[src/rtl/asre_map.vh]
// Purpose: Register map, field positions, reset values and timing counts of the receiver
// Assumes: AXI4-Lite, 32-bit data, one aligned word per register
// Notes:   Definitions only
`ifndef ASRE_MAP_VH
`define ASRE_MAP_VH

`define ASRE_ADDR_W      5
`define ASRE_OFF_CTRL    5'h00
`define ASRE_OFF_STAT    5'h04
`define ASRE_OFF_DATA    5'h08
`define ASRE_OFF_BAUD    5'h0C
`define ASRE_OFF_ISTAT   5'h10
`define ASRE_OFF_ICLR    5'h14
`define ASRE_OFF_IEN     5'h18

`define ASRE_CTRL_SERIAL_PORT_ENABLE   0
`define ASRE_CTRL_CONTINUOUS_RECEIVE_ENABLE   1
`define ASRE_CTRL_NINE   2
`define ASRE_CTRL_ADDRESS_DETECT_ENABLE  3
`define ASRE_CTRL_CLKM   4
`define ASRE_CTRL_RST    5'h0_0

`define ASRE_STAT_FRAMING_ERROR_FLAG   0
`define ASRE_STAT_OVERRUN_ERROR_FLAG   1
`define ASRE_STAT_BIT9   2
`define ASRE_STAT_RXF    3
`define ASRE_STAT_BUSY   4

`define ASRE_IRQ_RX      0
`define ASRE_IRQ_OVR     1
`define ASRE_IRQ_RST     2'h0

`define ASRE_BAUD_RST    16'h0000
`define ASRE_OVS_LAST    4'hF
`define ASRE_OVS_MID     4'h7

`define ASRE_RESP_OKAY   2'h0
`define ASRE_RESP_SLVERR 2'h2

`endif

[src/rtl/asre_fifo.v]
// Purpose: Two-entry receive FIFO; each entry holds nine data bits and a framing status
// Assumes: Caller never pushes while full and never pops while empty
// Notes:   Flush empties it in one cycle
`timescale 1ns/1ps
module asre_fifo (
  input  wire        aclk,    // System clock
  input  wire        flush,   // Synchronous empty, active high
  input  wire        push,    // Write one entry
  input  wire [9:0]  din,     // {framing error, nine data bits}
  input  wire        pop,     // Drop oldest entry
  output wire [9:0]  head,    // Oldest entry
  output wire        empty,   // No entry held
  output wire        full     // Two entries held
);
  reg [9:0] mem_ff [0:1];
  reg       rd_ff;
  reg       wr_ff;
  reg [1:0] cnt_ff;

  assign head  = mem_ff[rd_ff];
  assign empty = (cnt_ff == 2'h0);
  assign full  = (cnt_ff == 2'h2);

  always @(posedge aclk) begin
    if (flush) begin
      rd_ff  <= 1'b0;
      wr_ff  <= 1'b0;
      cnt_ff <= 2'h0;
    end else begin
      if (push) begin
        mem_ff[wr_ff] <= din;
        wr_ff         <= ~wr_ff;
      end
      if (pop)
        rd_ff <= ~rd_ff;
      if (push && !pop)
        cnt_ff <= cnt_ff + 2'h1;
      else if (pop && !push)
        cnt_ff <= cnt_ff - 2'h1;
    end
  end
endmodule // asre_fifo

[src/rtl/asre_rx_core.v]
// Purpose: Asynchronous character receiver with 16x oversampling
// Assumes: Line idles high; one start bit, 8 or 9 data bits LSB first, one stop bit
// Notes:   One oversample tick every divisor+1 clocks
`timescale 1ns/1ps
`include "asre_map.vh"
module asre_rx_core (
  input  wire        aclk,     // System clock
  input  wire        clr,      // Synchronous unit reset
  input  wire        run,      // Receiver enabled
  input  wire        rx_pin,   // Serial line, asynchronous
  input  wire [15:0] divisor,  // Oversample period minus one
  input  wire        nine,     // Nine data bits per character
  output reg         done_ff,  // One-cycle pulse at stop bit sample
  output wire [8:0]  data,     // Character, valid with done
  output reg         framing_error_flag_ff,  // Stop bit low, valid with done
  output wire        busy      // Character in progress
);
  localparam ST_IDLE  = 2'h0;
  localparam ST_START = 2'h1;
  localparam ST_DATA  = 2'h2;
  localparam ST_STOP  = 2'h3;

  reg [2:0]  sync_ff;
  reg        line_ff;
  reg        last_ff;
  reg [15:0] div_ff;
  reg [3:0]  ovs_ff;
  reg [3:0]  idx_ff;
  reg [8:0]  sh_ff;
  reg [1:0]  st_ff;
  reg [1:0]  nxt_st;
  wire       tick = (div_ff == divisor);

  assign data = nine ? sh_ff : {1'b0, sh_ff[8:1]};
  assign busy = (st_ff != ST_IDLE);

  // Level changes only once the last two stages agree
  always @(posedge aclk) begin
    if (clr) begin
      sync_ff <= 3'h7;
      line_ff <= 1'b1;
      last_ff <= 1'b1;
    end else begin
      sync_ff <= {sync_ff[1:0], rx_pin};
      last_ff <= line_ff;
      if (sync_ff[1] == sync_ff[2])
        line_ff <= sync_ff[2];
    end
  end

  always @* begin
    nxt_st = st_ff;
    case (st_ff)
      // Falling edge only: a low stop bit must not start a false frame
      ST_IDLE:  if (run && last_ff && !line_ff) nxt_st = ST_START;
      ST_START: if (tick && ovs_ff == `ASRE_OVS_MID) nxt_st = line_ff ? ST_IDLE : ST_DATA;
      ST_DATA:  if (tick && ovs_ff == `ASRE_OVS_LAST &&
                    idx_ff == (nine ? 4'h8 : 4'h7)) nxt_st = ST_STOP;
      ST_STOP:  if (tick && ovs_ff == `ASRE_OVS_LAST) nxt_st = ST_IDLE;
      default:  nxt_st = ST_IDLE;
    endcase
  end

  always @(posedge aclk) begin
    if (clr) begin
      st_ff   <= ST_IDLE;
      div_ff  <= 16'h0000;
      ovs_ff  <= 4'h0;
      idx_ff  <= 4'h0;
      sh_ff   <= 9'h000;
      done_ff <= 1'b0;
      framing_error_flag_ff <= 1'b0;
    end else begin
      st_ff   <= nxt_st;
      done_ff <= 1'b0;
      div_ff  <= (tick || st_ff == ST_IDLE) ? 16'h0000 : div_ff + 16'h0001;
      if (st_ff == ST_IDLE || (st_ff == ST_START && nxt_st == ST_DATA)) begin
        ovs_ff <= 4'h0;
        idx_ff <= 4'h0;
      end else if (tick) begin
        ovs_ff <= ovs_ff + 4'h1;
        if (st_ff == ST_DATA && ovs_ff == `ASRE_OVS_LAST) begin
          sh_ff  <= {line_ff, sh_ff[8:1]};
          idx_ff <= idx_ff + 4'h1;
        end
        if (st_ff == ST_STOP && ovs_ff == `ASRE_OVS_LAST) begin
          done_ff <= 1'b1;
          framing_error_flag_ff <= ~line_ff;
        end
      end
    end
  end
endmodule // asre_rx_core

[src/rtl/asre_top.v]
// Purpose: Serial receiver with two-character FIFO, error status and AXI4-Lite registers
// Assumes: Single clock aclk; aresetn synchronous, active low
// Notes:   Reading the data register pops the FIFO; read status first
// Overview of operation
// - Each held character keeps its own framing status, set when its stop bit was low.
// - The framing flag shows the oldest unread character and follows the FIFO on a data read.
// - The framing flag is read only, needs no clearing and never stops reception.
// - Clearing the port enable resets the unit and the framing flag; clearing receive enable does not.
// - A framing error alone raises no interrupt; only a transfer into the FIFO or an overrun does.
// - The FIFO holds two characters; a third completed character sets the overrun flag.
// - During overrun held characters stay readable and no new character is accepted.
// - Clearing receive enable or port enable clears the overrun flag.
// - With nine-bit select set, nine data bits are shifted in per character.
// - The ninth-bit status shows bit 8 of the oldest unread character.
// - With address detect and nine-bit mode, only characters with bit 8 set are kept.
// - Each transfer into the FIFO sets the receive flag; interrupt only when enabled.
`timescale 1ns/1ps
`include "asre_map.vh"
module asre_top (
  input  wire        aclk,           // System clock, 10 MHz
  input  wire        aresetn,        // Synchronous reset, active low
  input  wire        rx_pin,         // Serial receive line
  output wire        irq,            // Level interrupt
  input  wire [4:0]  s_axi_awaddr,   // Write address
  input  wire        s_axi_awvalid,  // Write address valid
  output wire        s_axi_awready,  // Write address ready
  input  wire [31:0] s_axi_wdata,    // Write data
  input  wire [3:0]  s_axi_wstrb,    // Write byte strobes
  input  wire        s_axi_wvalid,   // Write data valid
  output wire        s_axi_wready,   // Write data ready
  output reg  [1:0]  s_axi_bresp,    // Write response
  output reg         s_axi_bvalid,   // Write response valid
  input  wire        s_axi_bready,   // Write response ready
  input  wire [4:0]  s_axi_araddr,   // Read address
  input  wire        s_axi_arvalid,  // Read address valid
  output wire        s_axi_arready,  // Read address ready
  output reg  [31:0] s_axi_rdata,    // Read data
  output reg  [1:0]  s_axi_rresp,    // Read response
  output reg         s_axi_rvalid,   // Read data valid
  input  wire        s_axi_rready    // Read data ready
);
  reg  [4:0]  ctrl_ff;
  reg  [15:0] baud_ff;
  reg         overrun_error_flag_ff;
  reg  [1:0]  ists_ff;
  reg  [1:0]  ien_ff;
  reg         aw_got_ff;
  reg  [4:0]  aw_addr_ff;
  reg         w_got_ff;
  reg  [31:0] w_data_ff;
  reg  [3:0]  w_strb_ff;

  wire        serial_port_enable  = ctrl_ff[`ASRE_CTRL_SERIAL_PORT_ENABLE];
  wire        continuous_receive_enable  = ctrl_ff[`ASRE_CTRL_CONTINUOUS_RECEIVE_ENABLE];
  wire        nine  = ctrl_ff[`ASRE_CTRL_NINE];
  wire        address_detect_enable = ctrl_ff[`ASRE_CTRL_ADDRESS_DETECT_ENABLE];
  wire        clkm  = ctrl_ff[`ASRE_CTRL_CLKM];
  wire        unit_clr = !aresetn || !serial_port_enable;

  wire        rx_done;
  wire [8:0]  rx_data;
  wire        rx_framing_error_flag;
  wire        rx_busy;
  wire [9:0]  fifo_head;
  wire        fifo_empty;
  wire        fifo_full;

  // Word-aligned register match
  function sel;
    input [4:0] addr;
    input [4:0] off;
    begin
      sel = (addr[4:2] == off[4:2]);
    end
  endfunction

  function mapped;
    input [4:0] addr;
    begin
      mapped = (addr[4:2] <= `ASRE_OFF_IEN >> 2);
    end
  endfunction

  // Byte-lane merge for writable registers
  function [31:0] merge;
    input [31:0] old;
    input [31:0] nw;
    input [3:0]  strb;
    integer i;
    begin
      merge = old;
      for (i = 0; i < 4; i = i + 1)
        if (strb[i])
          merge[i*8 +: 8] = nw[i*8 +: 8];
    end
  endfunction

  asre_rx_core u_core (
    .aclk    (aclk),
    .clr     (unit_clr),
    .run     (continuous_receive_enable && !clkm),
    .rx_pin  (rx_pin),
    .divisor (baud_ff),
    .nine    (nine),
    .done_ff (rx_done),
    .data    (rx_data),
    .framing_error_flag_ff (rx_framing_error_flag),
    .busy    (rx_busy)
  );

  // Address filter works only with nine-bit reception active
  wire keep = !(address_detect_enable && nine && !rx_data[8]);
  // An overrun holds off all further characters until cleared
  wire accept   = rx_done && keep && !overrun_error_flag_ff;
  wire push     = accept && !fifo_full;
  wire ovr_set  = accept && fifo_full;

  // Write path: address and data taken in either order
  wire wr_fire  = aw_got_ff && w_got_ff && !s_axi_bvalid;
  wire wr_ok    = mapped(aw_addr_ff);
  wire [31:0] wr_ctrl = merge({27'h0, ctrl_ff}, w_data_ff, w_strb_ff);
  wire [31:0] wr_baud = merge({16'h0, baud_ff}, w_data_ff, w_strb_ff);
  wire wr_ctrl_en = wr_fire && sel(aw_addr_ff, `ASRE_OFF_CTRL);
  wire continuous_receive_enable_drop  = wr_ctrl_en && !wr_ctrl[`ASRE_CTRL_CONTINUOUS_RECEIVE_ENABLE];
  wire serial_port_enable_drop  = wr_ctrl_en && !wr_ctrl[`ASRE_CTRL_SERIAL_PORT_ENABLE];
  wire [1:0] iclr = (wr_fire && sel(aw_addr_ff, `ASRE_OFF_ICLR) && w_strb_ff[0]) ?
                    w_data_ff[1:0] : 2'h0;

  assign s_axi_awready = !aw_got_ff && !s_axi_bvalid;
  assign s_axi_wready  = !w_got_ff && !s_axi_bvalid;

  // Read path
  wire rd_fire = s_axi_arvalid && s_axi_arready;
  assign s_axi_arready = !s_axi_rvalid;
  wire pop = rd_fire && sel(s_axi_araddr, `ASRE_OFF_DATA) && !fifo_empty;

  asre_fifo u_fifo (
    .aclk  (aclk),
    .flush (unit_clr),
    .push  (push),
    .din   ({rx_framing_error_flag, rx_data}),
    .pop   (pop),
    .head  (fifo_head),
    .empty (fifo_empty),
    .full  (fifo_full)
  );

  wire [4:0] stat = {rx_busy, !fifo_empty,
                     fifo_head[8],
                     overrun_error_flag_ff,
                     fifo_head[9] && !fifo_empty};

  always @(posedge aclk) begin
    if (!aresetn) begin
      aw_got_ff    <= 1'b0;
      aw_addr_ff   <= 5'h00;
      w_got_ff     <= 1'b0;
      w_data_ff    <= 32'h0000_0000;
      w_strb_ff    <= 4'h0;
      s_axi_bvalid <= 1'b0;
      s_axi_bresp  <= `ASRE_RESP_OKAY;
    end else begin
      if (s_axi_awvalid && s_axi_awready) begin
        aw_got_ff  <= 1'b1;
        aw_addr_ff <= s_axi_awaddr;
      end
      if (s_axi_wvalid && s_axi_wready) begin
        w_got_ff  <= 1'b1;
        w_data_ff <= s_axi_wdata;
        w_strb_ff <= s_axi_wstrb;
      end
      if (wr_fire) begin
        aw_got_ff    <= 1'b0;
        w_got_ff     <= 1'b0;
        s_axi_bvalid <= 1'b1;
        s_axi_bresp  <= wr_ok ? `ASRE_RESP_OKAY : `ASRE_RESP_SLVERR;
      end else if (s_axi_bvalid && s_axi_bready) begin
        s_axi_bvalid <= 1'b0;
      end
    end
  end

  // Software registers
  always @(posedge aclk) begin
    if (!aresetn) begin
      ctrl_ff <= `ASRE_CTRL_RST;
      baud_ff <= `ASRE_BAUD_RST;
      ien_ff  <= `ASRE_IRQ_RST;
    end else if (wr_fire) begin
      if (sel(aw_addr_ff, `ASRE_OFF_CTRL))
        ctrl_ff <= wr_ctrl[4:0];
      if (sel(aw_addr_ff, `ASRE_OFF_BAUD))
        baud_ff <= wr_baud[15:0];
      if (sel(aw_addr_ff, `ASRE_OFF_IEN) && w_strb_ff[0])
        ien_ff <= w_data_ff[1:0];
    end
  end

  // Overrun: cleared by dropping either enable; a new overrun in that cycle wins
  always @(posedge aclk) begin
    if (unit_clr)
      overrun_error_flag_ff <= 1'b0;
    else if (ovr_set)
      overrun_error_flag_ff <= 1'b1;
    else if (!continuous_receive_enable || continuous_receive_enable_drop || serial_port_enable_drop)
      overrun_error_flag_ff <= 1'b0;
  end

  // Sticky events; set wins over a simultaneous clear. Framing errors are not events.
  always @(posedge aclk) begin
    if (unit_clr) begin
      ists_ff <= `ASRE_IRQ_RST;
    end else begin
      ists_ff[`ASRE_IRQ_RX]  <= push || (ists_ff[`ASRE_IRQ_RX] && !iclr[`ASRE_IRQ_RX]);
      ists_ff[`ASRE_IRQ_OVR] <= ovr_set || (ists_ff[`ASRE_IRQ_OVR] && !iclr[`ASRE_IRQ_OVR]);
    end
  end

  assign irq = |(ists_ff & ien_ff);

  always @(posedge aclk) begin
    if (!aresetn) begin
      s_axi_rvalid <= 1'b0;
      s_axi_rdata  <= 32'h0000_0000;
      s_axi_rresp  <= `ASRE_RESP_OKAY;
    end else if (rd_fire) begin
      s_axi_rvalid <= 1'b1;
      s_axi_rresp  <= mapped(s_axi_araddr) ? `ASRE_RESP_OKAY : `ASRE_RESP_SLVERR;
      s_axi_rdata  <= 32'h0000_0000;
      if (sel(s_axi_araddr, `ASRE_OFF_CTRL))
        s_axi_rdata <= {27'h0, ctrl_ff};
      if (sel(s_axi_araddr, `ASRE_OFF_STAT))
        s_axi_rdata <= {27'h0, stat};
      if (sel(s_axi_araddr, `ASRE_OFF_DATA) && !fifo_empty)
        s_axi_rdata <= {24'h0, fifo_head[7:0]};
      if (sel(s_axi_araddr, `ASRE_OFF_BAUD))
        s_axi_rdata <= {16'h0, baud_ff};
      if (sel(s_axi_araddr, `ASRE_OFF_ISTAT))
        s_axi_rdata <= {30'h0, ists_ff};
      if (sel(s_axi_araddr, `ASRE_OFF_IEN))
        s_axi_rdata <= {30'h0, ien_ff};
    end else if (s_axi_rvalid && s_axi_rready) begin
      s_axi_rvalid <= 1'b0;
    end
  end
endmodule // asre_top
[config.mk]
export PLATFORM = sky130hd
export DESIGN_NAME = asre_top
export DESIGN_NICKNAME = d
export VERILOG_FILES = /design/src/rtl/asre_fifo.v /design/src/rtl/asre_rx_core.v /design/src/rtl/asre_top.v
export VERILOG_INCLUDE_DIRS = /design/src /design/src/rtl
export SDC_FILE = /design/constraint.sdc
export NUM_CORES = 1
export LEC_CHECK = 0
export ABC_CLOCK_PERIOD_IN_PS = 2050
export CAP_MARGIN = 20
export CORE_AREA = 2 2 106 108
export DETAILED_ROUTE_END_ITERATION = 16
export DIE_AREA = 0 0 108 110
export DONT_BUFFER_PORTS = 1
export PLACE_DENSITY_LB_ADDON = 0.1
export SLEW_MARGIN = 20
export SYNTH_ARGS = -nofsm -noshare
export SYNTH_HDL_FRONTEND = slang
export SYNTH_SLANG_ARGS = --single-unit
[constraint.sdc]
create_clock -name aclk -period 2.05 [get_ports aclk]
set_input_delay 0.41 -clock aclk [delete_from_list [all_inputs] [get_ports aclk]]
set_output_delay 0.41 -clock aclk [all_outputs]
set_load 0.02 [all_outputs]
==> out/summary.md <==
Synthesis instantiated 53 different standard cells from the library. At the worst endpoint, the arrival time is 2.43 ns. The routed design could run at a clock period as short as 1.97 ns. Entering global routing, the biggest net connects 69 pins. The routability congestion estimate is 0.831. The worst setup path is captured at a register.

The tools report the detailed router's first-iteration violation count as 245. The worst register-to-register path has a depth of 7. The library cells used most frequently in the layout, excluding fill and tap cells, are sky130_fd_sc_hd__dfxtp_1, sky130_fd_sc_hd__nand2_1, sky130_fd_sc_hd__nor2_1. The critical path starts at u_core.div_ff[4]. The multiplexer share of the synthesized area is 0.0758. The tools report the origin of the critical flop-to-flop path as u_core.div_ff[4].

The mean routed wirelength per cell is 16.5 um, and the proportion of power drawn by the clock network is 0.466. The tools report the capturing point of the worst reg2reg path as u_core.ovs_ff[3]. The tree is rooted in a sky130_fd_sc_hd__clkbuf_8. The post-CTS clock slew at the launch and capture registers of the worst setup and hold paths came out at 0.06 ns. The number of pins with negative max-slew slack in the final report is 0. In this run the deepest clock path goes through 2 buffers. At the worst endpoint, the required time is 2.51 ns.

On the final layout, the worst hold slack is 0.0216 ns. For this design the total switching power over the nets is 1.24 mW. The main combinational cell family by area after synthesis is simple AND/OR/NAND/NOR gates.

Buffers inserted during clock tree synthesis total 17. For this run, the top clock speed supported by timing is 508 MHz. The largest individual stage delay along the critical path comes from the cell sky130_fd_sc_hd__dfxtp_1.

For the post-synthesis instance area, the log shows 0.00602 sq mm. The category of cells accounting for the largest share of critical-path delay was simple AND/OR/NAND/NOR gates. The worst slack at placement is -0.00775 ns.

The delay of the slowest cell on the worst path is 0.42 ns, and the first-pass GRT wire length is 21.1 mm. After synthesis the netlist holds a flip-flop and latch count of 136. For the register share of total power, the log shows 0.495.

The start-to-end type of the worst setup path was reg -> reg. Number of placed I/O pins: 96. Setup repair after global routing left no endpoint under its margin.

The fraction of power spent switching nets works out to 0.219. Setup total negative slack on the finished layout was measured at 0 ns. The number of placed cells counting well taps was 777; the basic-gate share of the synthesized area counting and, or, nand and nor cells was 0.198.

Once routing completed, OpenROAD measured the worst setup slack at 0.0817 ns. The total setup violations reported at the end of the flow was 0. The detail route stage leaves a number of antenna-violating nets equal to 0. The net count of the finished layout is 725.

The fraction of the mapped netlist area in adder cells is 0.00831, and the part of the total power dissipated in combinational logic is 0.039. The floorplan step set the die width to 108 um. CTS built an H-tree with a depth of 4.

The count of buffers added on input and output ports is 0. During synthesis, Yosys emitted a total of 0 warnings. Traced cell by cell, the critical path runs through xor2_1 -> nor4_2 -> nand4_1 -> buf_6 -> buf_2 -> or3_1 -> a21oi_2.

The logs give 13.5 mm for the final routed wirelength across all metal layers and 38 for the count of standard-cell rows. At the pin with the least slew margin, the transition time is 0.621 ns. For the via count of the first global-routing pass, the log shows 4,280. From bottom edge to top edge, the die measures 110 um.

The proportion of register bits with asynchronous set or reset after synthesis came out at 0. For the clock latency reported for the late side of the worst-skew pair, the log shows 0.53 ns. The standby leakage power came out at 2.54 nW. Number of failing hold endpoints at the final stage: 0. The routed layout has 4,544 vias. In this run the worst path has a maximum fanout of 6. The logs give 5.66 mW for the power after layout and 4.42 mW for the internal power component. For the worst-case register-to-register setup slack, the log shows 0.08 ns. The number of flops mapped to enable cells by yosys came out at 20. Dividing total power by cell area gives a power density of 821 mW/mm^2. The post-route clock period utilization is 0.960. Between clock sinks in the finished design, the worst skew comes to 0.00691 ns. The starting density of the core was 0.563.

Each instance of the synthesized netlist takes up on average 9.40 sq um. TritonCTS built the clock tree. Using the TritonRoute via totals, the vias-per-cell ratio works out to 5.56. The sum of buffers and inverters on the critical path came out at 2. After global routing the overflow that remains totals 0. The total area inside the core boundary comes to 0.0107 sq mm. The sequential fraction of the synthesis area is 0.485. The library cell used most frequently in the layout, excluding fill and tap cells, is sky130_fd_sc_hd__dfxtp_1.

XOR/XNOR share of the synthesized area: 0.0523. The run finished with clean final reports. The logs give 0 for the number of remaining DRC errors and 0.233 for the total track usage.

The wire-length estimate of the detail-placed layout is 9.10 mm. The critical path ends at u_core.ovs_ff[3]. The count of antenna diodes in the layout was 0; the share of final-layout standard cells stronger than drive strength 1 was 0.137. For the number of maximum-capacitance violations, the log shows 0.

The initial antenna violation count is 0. In this run the number of cells on the critical path is 7. In the synthesized netlist the dominant register cell turns out to be sky130_fd_sc_hd__dfxtp_1. The first detailed-routing pass took 4 iterations. The die covers 0.0119 sq mm. The finished layout holds 817 standard cells, fillers aside. Relative slew slack: 0.585. The path class of the tightest hold or removal check is in -> reg. The number of clock sinks is 136. The number of filler cells placed in the layout is 880.

The worst setup path is launched from a register. The signed area change from the synthesized netlist to the final layout was 14.4%; the gate count after technology mapping was 641. The worst-case IR drop observed on VDD is 0.000861 V. Area fraction in compound gates after synthesis: 0.124.
stage by stage:
stage          cell area [sq um]  utilization
2_1_floorplan               6090            -
3_3_place_gp                6250        0.584
3_5_place_dp                6250        0.584
4_1_cts                     6800        0.635
5_1_grt                     6890        0.644
6_report                    6890        0.644
power groups by stage:
stage / clock, mW / sequential, mW / combinational [mW]
global route: 2.78 / 2.81 / 0.242
CTS: 2.66 / 2.80 / 0.216
finish: 2.64 / 2.80 / 0.219
global placement: 0 / 2.86 / 0.204
detailed placement: 0 / 2.86 / 0.210
floorplan: 0 / 2.84 / 0.222
cells by family after synthesis:
logic type | after synthesis
AO/OA/AOI/OAI | 115
XOR/XNOR | 36
adder cells (fa/ha/maj) | 4
buffers and inverters | 68
flip-flops | 136
multiplexers | 44
other | 1
AND/OR/NAND/NOR | 237
cells in the mapped netlist, types with 2 or more instances:
cell type	number	area share
sky130_fd_sc_hd__a211o_1	4	0.0058
sky130_fd_sc_hd__a21boi_0	34	0.042
sky130_fd_sc_hd__a21oi_1	27	0.022
sky130_fd_sc_hd__a221oi_1	4	0.0058
sky130_fd_sc_hd__a311oi_1	2	0.0029
sky130_fd_sc_hd__a31oi_1	4	0.0042
sky130_fd_sc_hd__and2_1	7	0.0073
sky130_fd_sc_hd__and3_1	4	0.0042
sky130_fd_sc_hd__and4_1	2	0.0029
sky130_fd_sc_hd__buf_2	6	0.0050
sky130_fd_sc_hd__buf_4	19	0.024
sky130_fd_sc_hd__clkbuf_1	28	0.017
sky130_fd_sc_hd__dfxtp_1	116	0.39
sky130_fd_sc_hd__edfxtp_1	20	0.10
sky130_fd_sc_hd__ha_1	4	0.0083
sky130_fd_sc_hd__inv_1	14	0.0087
sky130_fd_sc_hd__mux2_2	13	0.024
sky130_fd_sc_hd__mux2i_1	31	0.052
sky130_fd_sc_hd__nand2_1	69	0.043
sky130_fd_sc_hd__nand2b_1	8	0.0083
sky130_fd_sc_hd__nand3_1	37	0.031
sky130_fd_sc_hd__nand3b_1	2	0.0025
sky130_fd_sc_hd__nand4_1	7	0.0073
sky130_fd_sc_hd__nor2_1	39	0.024
sky130_fd_sc_hd__nor2b_1	27	0.028
sky130_fd_sc_hd__nor3_1	10	0.0083
sky130_fd_sc_hd__nor3b_1	3	0.0037
sky130_fd_sc_hd__nor4_1	6	0.0062
sky130_fd_sc_hd__nor4b_1	2	0.0029
sky130_fd_sc_hd__o211a_1	2	0.0033
sky130_fd_sc_hd__o21ai_0	26	0.022
sky130_fd_sc_hd__o31ai_1	3	0.0037
sky130_fd_sc_hd__or3_1	6	0.0062
sky130_fd_sc_hd__or4_1	2	0.0025
sky130_fd_sc_hd__xnor2_1	10	0.015
sky130_fd_sc_hd__xor2_1	26	0.038
registers in the layout, indices dropped and copies added, names as in the netlist, 3 cells and up, named ones only:
| name | count |
|---|---|
| u_core.sync_ff | 3 |
| ctrl_ff | 5 |
| aw_addr_ff | 3 |
| u_core.ovs_ff | 4 |
| s_axi_rdata | 16 |
| w_data_ff | 16 |
| u_core.sh_ff | 9 |
| u_core.idx_ff | 4 |
| baud_ff | 16 |
| u_core.div_ff | 16 |
| u_fifo.mem_ff | 20 |
timing repair:
action	4_1_cts	5_1_grt
hold buffers	3	1
pin swaps	0	6
gates resized for setup	1	10
gates cloned	0	1
buffers inserted	0	6
hold endpoints to repair	4	1
setup endpoints to repair	2	8
routing by layer:
layer,share of wire,track usage,wire length [um],up-vias
met4,0.014,0.0760,183,0
met1,0.45,0.285,6090,2191
li1,-,-,-,2241
met3,0.049,0.0711,659,16
met5,0,0,0,-
met2,0.49,0.393,6580,96
layout make-up:
| type | count | area [sq um] | share of cell area |
|---|---|---|---|
| Sequential cell | 136 | 2930 | 0.425 |
| Multi-Input combinational cell | 454 | 2880 | 0.418 |
| Clock buffer | 25 | 484 | 0.0703 |
| Timing Repair Buffer | 44 | 352 | 0.0510 |
| Tap cell | 140 | 175 | 0.0254 |
| Inverter | 14 | 52.6 | 0.00763 |
| Clock inverter | 4 | 22.5 | 0.00327 |
how the worst min path moves through the flow:
stage,startpoint,end,slack (ns),depth (start not counted)
finish,aresetn,ctrl_ff[4],0.02,1
global route,aresetn,ctrl_ff[4],0.01,1
CTS,aresetn,aw_addr_ff[2],0.0008,1
detailed placement,u_core.sync_ff[0],u_core.sync_ff[1],0.40,1
global placement,u_core.sync_ff[0],u_core.sync_ff[1],0.40,1
floorplan,u_core.sync_ff[0],u_core.sync_ff[1],0.39,1
worst register-to-register path, delay by kind of cell, from the launching register on:
kind	cells	cell delay, ns
compound gates	1	0.12
xor+xnor	1	0.13
buf+inv	2	0.35
flops	1	0.42
simple gates	3	0.89
Power figures use the tool's default switching activity.
